<file path="src/shared/dis_pkg.sv">
`default_nettype none
package dis_pkg;
    // Register byte offsets
    localparam logic [7:0] DIS_OFF_SCHEME   = 8'h00;
    localparam logic [7:0] DIS_OFF_FWD_SEL  = 8'h04;
    localparam logic [7:0] DIS_OFF_REV_SEL  = 8'h08;
    localparam logic [7:0] DIS_OFF_DIR_SEL  = 8'h0c;
    localparam logic [7:0] DIS_OFF_XF_SEL   = 8'h10;
    localparam logic [7:0] DIS_OFF_AUTO     = 8'h14;
    localparam logic [7:0] DIS_OFF_STATUS   = 8'h18;
    localparam logic [7:0] DIS_OFF_IRQ_ST   = 8'h1c;
    localparam logic [7:0] DIS_OFF_IRQ_MASK = 8'h20;
    // Reset values
    localparam logic [7:0] DIS_RST_SCHEME   = 8'h03;
    localparam logic [7:0] DIS_RST_FWD_SEL  = 8'h01;
    localparam logic [7:0] DIS_RST_REV_SEL  = 8'h02;
    localparam logic [7:0] DIS_RST_DIR_SEL  = 8'h00;
    localparam logic [7:0] DIS_RST_XF_SEL   = 8'h00;
    localparam logic [7:0] DIS_RST_AUTO     = 8'h00;
    // Start/stop schemes and selector range
    localparam logic [7:0] DIS_SCH_AUTO     = 8'h00;
    localparam logic [7:0] DIS_SCH_DIR      = 8'h01;
    localparam logic [7:0] DIS_SCH_PULSE    = 8'h02;
    localparam logic [7:0] DIS_SCH_XOR      = 8'h03;
    localparam logic [7:0] DIS_AUTO_ON      = 8'h01;
    localparam logic [7:0] DIS_SEL_MAX      = 8'h06;
    // Preset speeds in Hz
    localparam logic [7:0] DIS_FF1_HZ       = 8'h0a;
    localparam logic [7:0] DIS_FF2_HZ       = 8'h0f;
    localparam logic [7:0] DIS_FF3_HZ       = 8'h14;
    // Fixed input positions (0 = input 1)
    localparam int DIS_DI_FF1  = 2;
    localparam int DIS_DI_FF2  = 3;
    localparam int DIS_DI_ACK  = 4;
    localparam int DIS_DI_LOCK = 5;
    // Interrupt bits
    localparam int DIS_IRQ_FAULT = 0;
    localparam int DIS_IRQ_START = 1;
    localparam int DIS_IRQ_STOP  = 2;

    typedef enum logic [2:0] {
        DIS_STOP  = 3'b001,
        DIS_RUN   = 3'b010,
        DIS_FAULT = 3'b100
    } dis_state_t;

    typedef struct packed {
        logic [5:0]  s1;
        logic [5:0]  s2;
        logic [5:0]  s3;
        logic [7:0]  scheme;
        logic [7:0]  fsel;
        logic [7:0]  rsel;
        logic [7:0]  dsel;
        logic [7:0]  xsel;
        logic [7:0]  auto;
        dis_state_t  state;
        logic        pulse_run;
        logic        wait_edge;
        logic        run;
        logic        reverse_run;
        logic        fault;
        logic        lock;
        logic [7:0]  speed;
        logic [2:0]  irq_st;
        logic [2:0]  irq_mask;
        logic        irq;
        logic        pready;
        logic        slverr;
        logic [31:0] prdata;
    } dis_regs_t;

    localparam dis_regs_t DIS_REGS_RST = '{
        scheme: DIS_RST_SCHEME, fsel: DIS_RST_FWD_SEL,
        rsel: DIS_RST_REV_SEL, dsel: DIS_RST_DIR_SEL,
        xsel: DIS_RST_XF_SEL, auto: DIS_RST_AUTO,
        state: DIS_STOP, default: '0};
endpackage
`default_nettype wire

</file>
<file path="src/design/dis_start_logic.sv">
// Functional notes
// - Factory inputs: fwd, rev, speeds, ack, lock
// - Inputs 3 and 4 together give 20 Hz
// - Functions act on high level; shareable inputs
// - Scheme 3: input fwd/rev level starts
// - Scheme 3: fwd and rev interlocked
// - Scheme 0 like 3 plus restart
// - Auto restart needs setting 1, no edge
// - Scheme 1: run plus reverse select
// - Scheme 2: start pulse, stop pulse
// - Forward selector 0 off, 1-6 inputs
// - Reverse selector uses same encoding
// - Reverse function forces reverse direction while active
// - External fault raised while input high
`default_nettype none
module dis_start_logic (
    input  wire logic        pclk,            // APB clock, 50 MHz
    input  wire logic        presetn,         // Async reset, active low
    input  wire logic        psel,            // APB select
    input  wire logic        penable,         // APB enable
    input  wire logic        pwrite,          // APB direction
    input  wire logic [7:0]  paddr,           // APB byte address
    input  wire logic [31:0] pwdata,          // APB write data
    output logic      [31:0] prdata,          // APB read data
    output logic             pready,          // APB ready
    output logic             pslverr,         // APB error, unmapped
    input  wire logic        digital_input_1, // 24 V input 1
    input  wire logic        digital_input_2, // 24 V input 2
    input  wire logic        digital_input_3, // 24 V input 3
    input  wire logic        digital_input_4, // 24 V input 4
    input  wire logic        digital_input_5, // 24 V input 5
    input  wire logic        digital_input_6, // 24 V input 6
    output logic             run_cmd,         // Motor run command
    output logic             reverse_dir,     // Reverse rotation
    output logic             motor_fault,     // Fault state
    output logic             regulator_lock,  // Process regulator locked
    output logic      [7:0]  preset_speed_hz, // Preset speed, 0 = none
    output logic             irq              // Level interrupt
);
    import dis_pkg::*;

    dis_regs_t   regs_reg;
    dis_regs_t   regs_next;
    logic [5:0]  din;
    logic [5:0]  rise;
    logic        forward_run;
    logic        reverse_run;
    logic        fwd_r;
    logic        rev_r;
    logic        flip;
    logic        xf;
    logic        ack;
    logic        auto_ok;
    logic        cmd;
    logic        base_rev;
    logic        go;
    logic        acc;
    logic        wr_do;
    logic [2:0]  ev;

    function automatic logic pick(input logic [7:0] sel, input logic [5:0] v);
        logic res;
        res = 1'b0;
        if (sel != 8'h00 && sel <= DIS_SEL_MAX) begin
            res = v[3'(sel - 8'h01)];
        end
        return res;
    endfunction

    assign din = {digital_input_6, digital_input_5, digital_input_4,
                  digital_input_3, digital_input_2, digital_input_1};

    always_comb begin
        regs_next = regs_reg;
        // Second stage feeds all decoding; first stage stays private
        regs_next.s1 = din;
        regs_next.s2 = regs_reg.s1;
        regs_next.s3 = regs_reg.s2;
        rise = regs_reg.s2 & ~regs_reg.s3;
        // One input may feed several selectors at once
        forward_run   = pick(regs_reg.fsel, regs_reg.s2);
        reverse_run   = pick(regs_reg.rsel, regs_reg.s2);
        fwd_r = pick(regs_reg.fsel, rise);
        rev_r = pick(regs_reg.rsel, rise);
        flip  = pick(regs_reg.dsel, regs_reg.s2);
        xf    = pick(regs_reg.xsel, regs_reg.s2);
        ack   = rise[DIS_DI_ACK];
        auto_ok = (regs_reg.scheme == DIS_SCH_AUTO) &&
                  (regs_reg.auto == DIS_AUTO_ON);

        // Pulse latch: stop wins over start; held clear outside scheme 2
        // so a stale start cannot fire when the scheme is switched to 2
        if (rev_r || xf || regs_reg.scheme != DIS_SCH_PULSE) begin
            regs_next.pulse_run = 1'b0;
        end else if (fwd_r) begin
            regs_next.pulse_run = 1'b1;
        end

        cmd = 1'b0;
        base_rev = 1'b0;
        case (regs_reg.scheme)
            DIS_SCH_AUTO, DIS_SCH_XOR: begin
                cmd = forward_run ^ reverse_run;
                base_rev = reverse_run & ~forward_run;
            end
            DIS_SCH_DIR: begin
                cmd = forward_run;
                base_rev = reverse_run;
            end
            DIS_SCH_PULSE: begin
                cmd = regs_reg.pulse_run;
            end
            default: begin
                cmd = 1'b0;
            end
        endcase

        // After a fault a held level must not restart the motor by itself unless auto restart is on
        regs_next.wait_edge = (regs_reg.wait_edge & ~(fwd_r | rev_r)) | xf;
        go = cmd & ~(regs_reg.wait_edge & ~auto_ok);

        case (regs_reg.state)
            DIS_STOP: begin
                if (go) begin
                    regs_next.state = DIS_RUN;
                end
            end
            DIS_RUN: begin
                if (!cmd) begin
                    regs_next.state = DIS_STOP;
                end
            end
            DIS_FAULT: begin
                if (ack && !xf) begin
                    regs_next.state = DIS_STOP;
                end
            end
            default: begin
                regs_next.state = DIS_STOP;
            end
        endcase
        if (xf) begin
            regs_next.state = DIS_FAULT;
        end

        regs_next.run   = (regs_next.state == DIS_RUN);
        regs_next.fault = (regs_next.state == DIS_FAULT);
        regs_next.reverse_run   = base_rev | flip;
        regs_next.lock  = regs_reg.s2[DIS_DI_LOCK];
        case ({regs_reg.s2[DIS_DI_FF2], regs_reg.s2[DIS_DI_FF1]})
            2'b01: regs_next.speed = DIS_FF1_HZ;
            2'b10: regs_next.speed = DIS_FF2_HZ;
            2'b11: regs_next.speed = DIS_FF3_HZ;
            default: regs_next.speed = 8'h00;
        endcase

        ev = 3'b000;
        ev[DIS_IRQ_FAULT] = regs_next.fault & ~regs_reg.fault;
        ev[DIS_IRQ_START] = regs_next.run & ~regs_reg.run;
        ev[DIS_IRQ_STOP]  = regs_reg.run & (regs_next.state == DIS_STOP);

        // APB: one wait state, answer registered
        acc   = psel & penable;
        wr_do = acc & regs_reg.pready & pwrite & ~regs_reg.slverr;
        regs_next.pready = acc & ~regs_reg.pready;
        regs_next.slverr = 1'b0;
        if (acc && !regs_reg.pready) begin
            regs_next.prdata = 32'h0000_0000;
            if (paddr == DIS_OFF_SCHEME) begin
                regs_next.prdata[7:0] = regs_reg.scheme;
            end else if (paddr == DIS_OFF_FWD_SEL) begin
                regs_next.prdata[7:0] = regs_reg.fsel;
            end else if (paddr == DIS_OFF_REV_SEL) begin
                regs_next.prdata[7:0] = regs_reg.rsel;
            end else if (paddr == DIS_OFF_DIR_SEL) begin
                regs_next.prdata[7:0] = regs_reg.dsel;
            end else if (paddr == DIS_OFF_XF_SEL) begin
                regs_next.prdata[7:0] = regs_reg.xsel;
            end else if (paddr == DIS_OFF_AUTO) begin
                regs_next.prdata[7:0] = regs_reg.auto;
            end else if (paddr == DIS_OFF_STATUS) begin
                regs_next.prdata[4:0] = {regs_reg.wait_edge, regs_reg.lock,
                                         regs_reg.fault, regs_reg.reverse_run,
                                         regs_reg.run};
            end else if (paddr == DIS_OFF_IRQ_ST) begin
                regs_next.prdata[2:0] = regs_reg.irq_st;
            end else if (paddr == DIS_OFF_IRQ_MASK) begin
                regs_next.prdata[2:0] = regs_reg.irq_mask;
            end else begin
                regs_next.slverr = 1'b1;
            end
        end

        // Hardware set wins over a same-cycle write-one clear
        regs_next.irq_st = regs_reg.irq_st | ev;
        if (wr_do) begin
            if (paddr == DIS_OFF_SCHEME) begin
                regs_next.scheme = pwdata[7:0];
            end else if (paddr == DIS_OFF_FWD_SEL) begin
                regs_next.fsel = pwdata[7:0];
            end else if (paddr == DIS_OFF_REV_SEL) begin
                regs_next.rsel = pwdata[7:0];
            end else if (paddr == DIS_OFF_DIR_SEL) begin
                regs_next.dsel = pwdata[7:0];
            end else if (paddr == DIS_OFF_XF_SEL) begin
                regs_next.xsel = pwdata[7:0];
            end else if (paddr == DIS_OFF_AUTO) begin
                regs_next.auto = pwdata[7:0];
            end else if (paddr == DIS_OFF_IRQ_ST) begin
                regs_next.irq_st = (regs_reg.irq_st & ~pwdata[2:0]) | ev;
            end else if (paddr == DIS_OFF_IRQ_MASK) begin
                regs_next.irq_mask = pwdata[2:0];
            end
        end
        regs_next.irq = |(regs_next.irq_st & regs_next.irq_mask);
    end

    always_ff @(posedge pclk or negedge presetn) begin
        if (!presetn) begin
            regs_reg <= DIS_REGS_RST;
        end else begin
            regs_reg <= regs_next;
        end
    end

    assign prdata          = regs_reg.prdata;
    assign pready          = regs_reg.pready;
    assign pslverr         = regs_reg.slverr;
    assign run_cmd         = regs_reg.run;
    assign reverse_dir     = regs_reg.reverse_run;
    assign motor_fault     = regs_reg.fault;
    assign regulator_lock  = regs_reg.lock;
    assign preset_speed_hz = regs_reg.speed;
    assign irq             = regs_reg.irq;
endmodule
`default_nettype wire

</file>
<file path="config.mk">
export PLATFORM = sky130hd
export DESIGN_NAME = dis_start_logic
export DESIGN_NICKNAME = d
export VERILOG_FILES = /design/src/shared/dis_pkg.sv /design/src/design/dis_start_logic.sv
export SDC_FILE = /design/constraint.sdc
export NUM_CORES = 1
export LEC_CHECK = 0
export BUFFER_PORTS_ARGS = -buffer_cell sky130_fd_sc_hd__buf_4
export CORE_MARGIN = 3
export CORE_UTILIZATION = 35
export DETAILED_ROUTE_END_ITERATION = 10
export GPL_TIMING_DRIVEN = 0
export PLACE_DENSITY = 0.53
export SLEW_MARGIN = 5
export SYNTH_ARGS = -nofsm -noshare
export SYNTH_HDL_FRONTEND = slang
export SYNTH_SLANG_ARGS = --single-unit
</file>
<file path="constraint.sdc">
create_clock -name pclk -period 3.75 [get_ports pclk]
set_input_delay 0.375 -clock pclk [delete_from_list [all_inputs] [get_ports pclk]]
set_output_delay 0.375 -clock pclk [all_outputs]
set_load 0.01 [all_outputs]
</file>
Word level (Yosys, flattened, before mapping)
Index checks and enable logic that the tools add are counted.
W data, S select, Z words.
{ "classes": {"n_eq_ne": 22, "order_cmp": 8, "n_mux": 59, "n_bitwise": 36, "n_reduce_logical": 26, "add_sub_neg": 4} }
{ "op_table": {"columns": ["op", "n"], "rows": [
  ["$mux W6", 7],
  ["$mux W8", 5],
  ["$mux W3", 11],
  ["$mux W33", 1],
  ["$eq A8 B5 Y1 const B", 4],
  ["$le A8 B3 Y1 const B", 4],
  ["$reduce_bool A8 Y1", 4],
  ["$mux W1", 23],
  ["$bmux W1 S3", 6],
  ["$eq A8 B1 Y1 const B", 2],
  ["$eq A8 B2 Y1 const B", 2],
  ["$eq A8 B4 Y1 const B", 2],
  ["$logic_not A8 Y1", 2],
  ["$lt A3 B4 Y1 const B", 4],
  ["$pmux W5 S3", 1],
  ["$not A1 Y1", 13],
  ["$and A1 B1 Y1", 12],
  ["$sub A3 B1 Y3 const B", 4],
  ["$pmux W3 S3", 1],
  ["$eq A8 B3 Y1 const B", 1],
  ["$eq A8 B6 Y1 const B", 1],
  ["$ne A8 B2 Y1 const B", 1],
  ["$logic_and A1 B1 Y1", 7],
  ["$reduce_and A7 Y1", 1],
  ["other kinds (26)", 36]
]} }
{ "word_totals": {"word_cells": 178, "in_bits": 51, "regBits": 100} }

Depth between registers and ports, before layout
{ "depth": {"word_depth": 23, "ltp_mapped": 14, "depth_no_buf": 13} }

Least setup slack after synthesis
Ideal clock, no wire load.
{ "synth_timing": {"path_type": "reg2reg", "start": "register regs_reg[90] (netlist bit)", "end": "register regs_reg, in the netlist irq", "setup_ns": 0.133, "n_path_buf": 1, "path_stages_with_launch": 15, "period_less_slack_ns": 3.101, "slack_ns": 0.649, "arrival_time_ns": 2.968, "required_ns": 3.617, "cell_sequence": "dfstp_2 -> buf_2 -> inv_1 -> ha_1 -> mux4_2 -> nor2_1 -> a211oi_1 -> inv_1 -> ha_1 -> nor2b_1 -> o32ai_1 -> a21o_1 -> o2111ai_1 -> mux2i_1 -> o211ai_1"} }
{ "synth_lines": {"columns": ["item", "line_no", "source"], "rows": [
  ["start, declared", "dis_start_logic.sv:42", "dis_regs_t regs_reg;"],
  ["start signal, assigned", "dis_start_logic.sv:222", "regs_reg <= regs_next;"]
]} }

==> impl_metrics.yaml <==
route:
  detail_route.iter0.violations: 319
  wire_per_inst_um: 17.76
  wl_mm: 13.20
  antenna_violating_nets_post_route: 0
  post_drt_via_cell_ratio: 5.240
  detailroute.via_count: 3893
  detail_route.drc_violations: 0
  detailedRoute.firstPassIterationCount: 5
cells_and_area:
  drive_above_1_share: 0.3108
  n_antenna_cell: 0
  fillers: 1357
  largest_reg_flops: 64
  final_nets: 620
  flow.area_growth_from_synthesis_pct: 19.69
clock_tree:
  cts.root.buffer_cell: "clkbuf_16"
  cts_inserted_buffers: 9
  ctsHtreeMaxLevel: 3
  worst_skew_pair.late_latency_ns: 0.35
  ctsLongestPathBuffers: 2
  number_of_sinks_driven_by_the_clock_tree: 95
  clkSlewWorstSetupHoldPaths_ns: 0.07
  tritoncts: "done"
power:
  power_density_nw_per_um2: 375.2
  power.static_leakage_nw: 2.861
  worst_vdd_rail_ir_drop_mv: 0.2027
synth:
  yosys.area_share.adder: 0.02681
  synth_async_sr_flop_share: 1.000
  yosys.area_share.xor_xnor: 0.003412
  synth_simple_gate_area_frac: 0.1496
  post_synth_num_cell_types: 66
  synth_top_cells_by_area: "dfrtp_1, mux2_2, buf_4"
  post_synth.cell_area_avg_um2: 10.79
  syn_area_um2: 5134
  synth_most_common_cell: "dfrtp_1"
  largest_family_of_logic_cells_by_synthesized_area: "simple AND/OR/NAND/NOR gates"
  compound_gate_fraction_of_synth_area: 0.1255
  yosys_warnings: 0
  synth.largest_area_cell: "dfrtp_1"
  number_of_synthesized_flops_with_an_enable_pin: 0
  synth.top_cell.area_share: 0.4387
  synth.yosys.seq_area_share: 0.4643
  synth_seq_cells: 95
  syn_inst: 476
  yosys-mux-area-fraction: 0.1358
  ys.flop_type: "dfrtp_1"
  netlist_top_cells_count: "dfrtp_1, buf_4, nand2_1, mux2_2, inv_1"
global_route:
  gr-total-overflow: 0
  grt_usage: 0.1675
  grt_first_pass_wirelength_mm: 21.11
  antenna_found_initial: 0
  first_global_vias: 3797
  grt_start_max_net_pins: 96
worst_setup_path:
  critPathMaxStageDelay_ns: 0.51
  kind_of_cell_adding_the_most_delay_to_the_critical_path: "compound AO/OA/AOI/OAI gates"
  critical_path.max_fanout: 9
  worstPathCellList: "buf_2 > inv_1 > ha_1 > mux4_2 > nor2_1 > a211oi_2 > inv_1 > ha_1 > nor2b_1 > o32ai_1 > a21o_1 > o2111ai_1 > mux2i_1 > o211ai_1"
  worst-endpoint-arrival_ns: 3.80
  cp.required_ns: 3.97
  path_class: "reg2reg"
  worstPathBufferInverterCount: 3
  startpoint_type: "register"
  crit_path_end_kind: "register"
  crit_path_top_delay_cell: "dfstp_2"
timing:
  layout_min_cycle_time_ns: 3.573
  hold_violations: 0
  transition_time_at_the_pin_with_the_least_slew_margin_ns: 0.8741
  final.period_utilization: 0.9528
  timing.slew.headroom: 0.4173
  finalMaxSlewViolations: 0
  timing.setup.tns_ns: 0
  worst_hold_slack_ns: 0.1187
  timing.fmax_ghz: 0.2799
  setup_viol: 0
  finClkSkew_ns: 0.007827
  rsz0062_at_grt: "no"
place:
  buffer_ports.inserted: 45
  dpl.hpwl_mm: 9.810
  gp_congestion: 0.8503
hold_path:
  hold_path.class: "in2async"
run:
  count_of_max_cap_constraint_violations: 0
die:
  fp-row-count: 43
  core_um2: 14100
  die_area_um2: 16160
  start_util: 0.3642
  fp.dieH_um: 127.1
  die_w_um: 127.1
  io_pins: 98
run_status:
  status: "complete, no violations"
[layer usage]
layer / track usage / vias to the layer above / part of all wire
met1: 0.2454 / 1914 / 0.46
li1: - / 1824 / -
met2: 0.2603 / 141 / 0.46
met5: 0 / - / 0
met4: 0.04732 / 0 / 0.013
met3: 0.02341 / 14 / 0.063
[path summary, 6_finish.rpt]
kind / startpoint / endpoint / slack, ns / depth (start not counted)
setup / recovery: regs_reg[90]$_DFFE_PN1P_ / irq$_DFF_PN0_ / 0.18 / 14
hold / removal: presetn / regs_next[117]$_DFF_PN0_ / 0.12 / 1
setup reg to reg: regs_reg[90]$_DFFE_PN1P_ / irq$_DFF_PN0_ / 0.18 / 14
hold reg to reg: regs_next[116]$_DFF_PN0_ / regs_next[110]$_DFF_PN0_ / 0.35 / 0
max in group asynchronous: presetn / regs_reg[103]$_DFFE_PN0P_ / 3.04 / 1
min in group pclk: digital_input_6 / regs_next[117]$_DFF_PN0_ / 0.13 / 1
[metrics by stage]
stage	total power, mW	instance area [µm²]	utilization	setup slack, ns	cells
after global routing	2.385	6145	0.4359	0.005643	743
final	2.305	6145	0.4359	0.1769	743
after detailed placement	1.305	5794	0.4111	0.01757	727
after floorplan	1.204	5231	-	0.6492	502
after global placement	1.303	5794	0.4111	0.03742	727
after CTS	2.323	6128	0.4348	0.003868	743
[power breakdown]
group          internal (mW)  switching, mW
logic                 0.0957          0.121
registers               1.05         0.0192
clock network          0.624          0.396
total                   1.77          0.536
[cells by family (layout without fill, tap and decap cells)]
kind of cell | after synthesis | in the layout
simple gates | 131 | 131
compound gates | 95 | 95
flops | 95 | 95
buf+inv | 84 | 145
mux | 57 | 57
fa+ha+maj | 11 | 11
xor+xnor | 2 | 2
other cells | 1 | 27
[layout by cell type, fill, tap and decap left out, types with 7 or more instances in the layout]
cell	netlist	routed
nor3b_1	8	8
inv_1	29	29
clkbuf_1	6	7
ha_1	11	11
o21ai_0	23	23
mux2i_1	10	10
dfrtp_1	90	90
clkbuf_16	0	9
conb_1	1	27
a21oi_1	18	18
buf_2	7	7
nor2_1	17	17
nor3_1	10	10
buf_4	42	86
mux2_2	31	31
or4_1	8	8
nor2b_1	8	8
nand2_1	33	33
[area by class of cell]
class / instances / area [µm²] / area share
plain buffers: 55 / 372.9 / 0.06068
clock buffers: 12 / 256.5 / 0.04174
repair buffers: 45 / 341.6 / 0.05559
flip-flops and latches: 95 / 2384 / 0.3879
multi-input cells: 323 / 2379 / 0.3871
inverters: 29 / 108.9 / 0.01772
clock inverters: 4 / 77.57 / 0.01262
well taps: 180 / 225.2 / 0.03665
[repair_timing]
action / in CTS / in global routing
setup buffers: 0 / 0
endpoints found under the setup margin: 0 / 4
resized for setup: 0 / 2
hold buffers: 0 / 0
(Power assumes the default switching activity.)
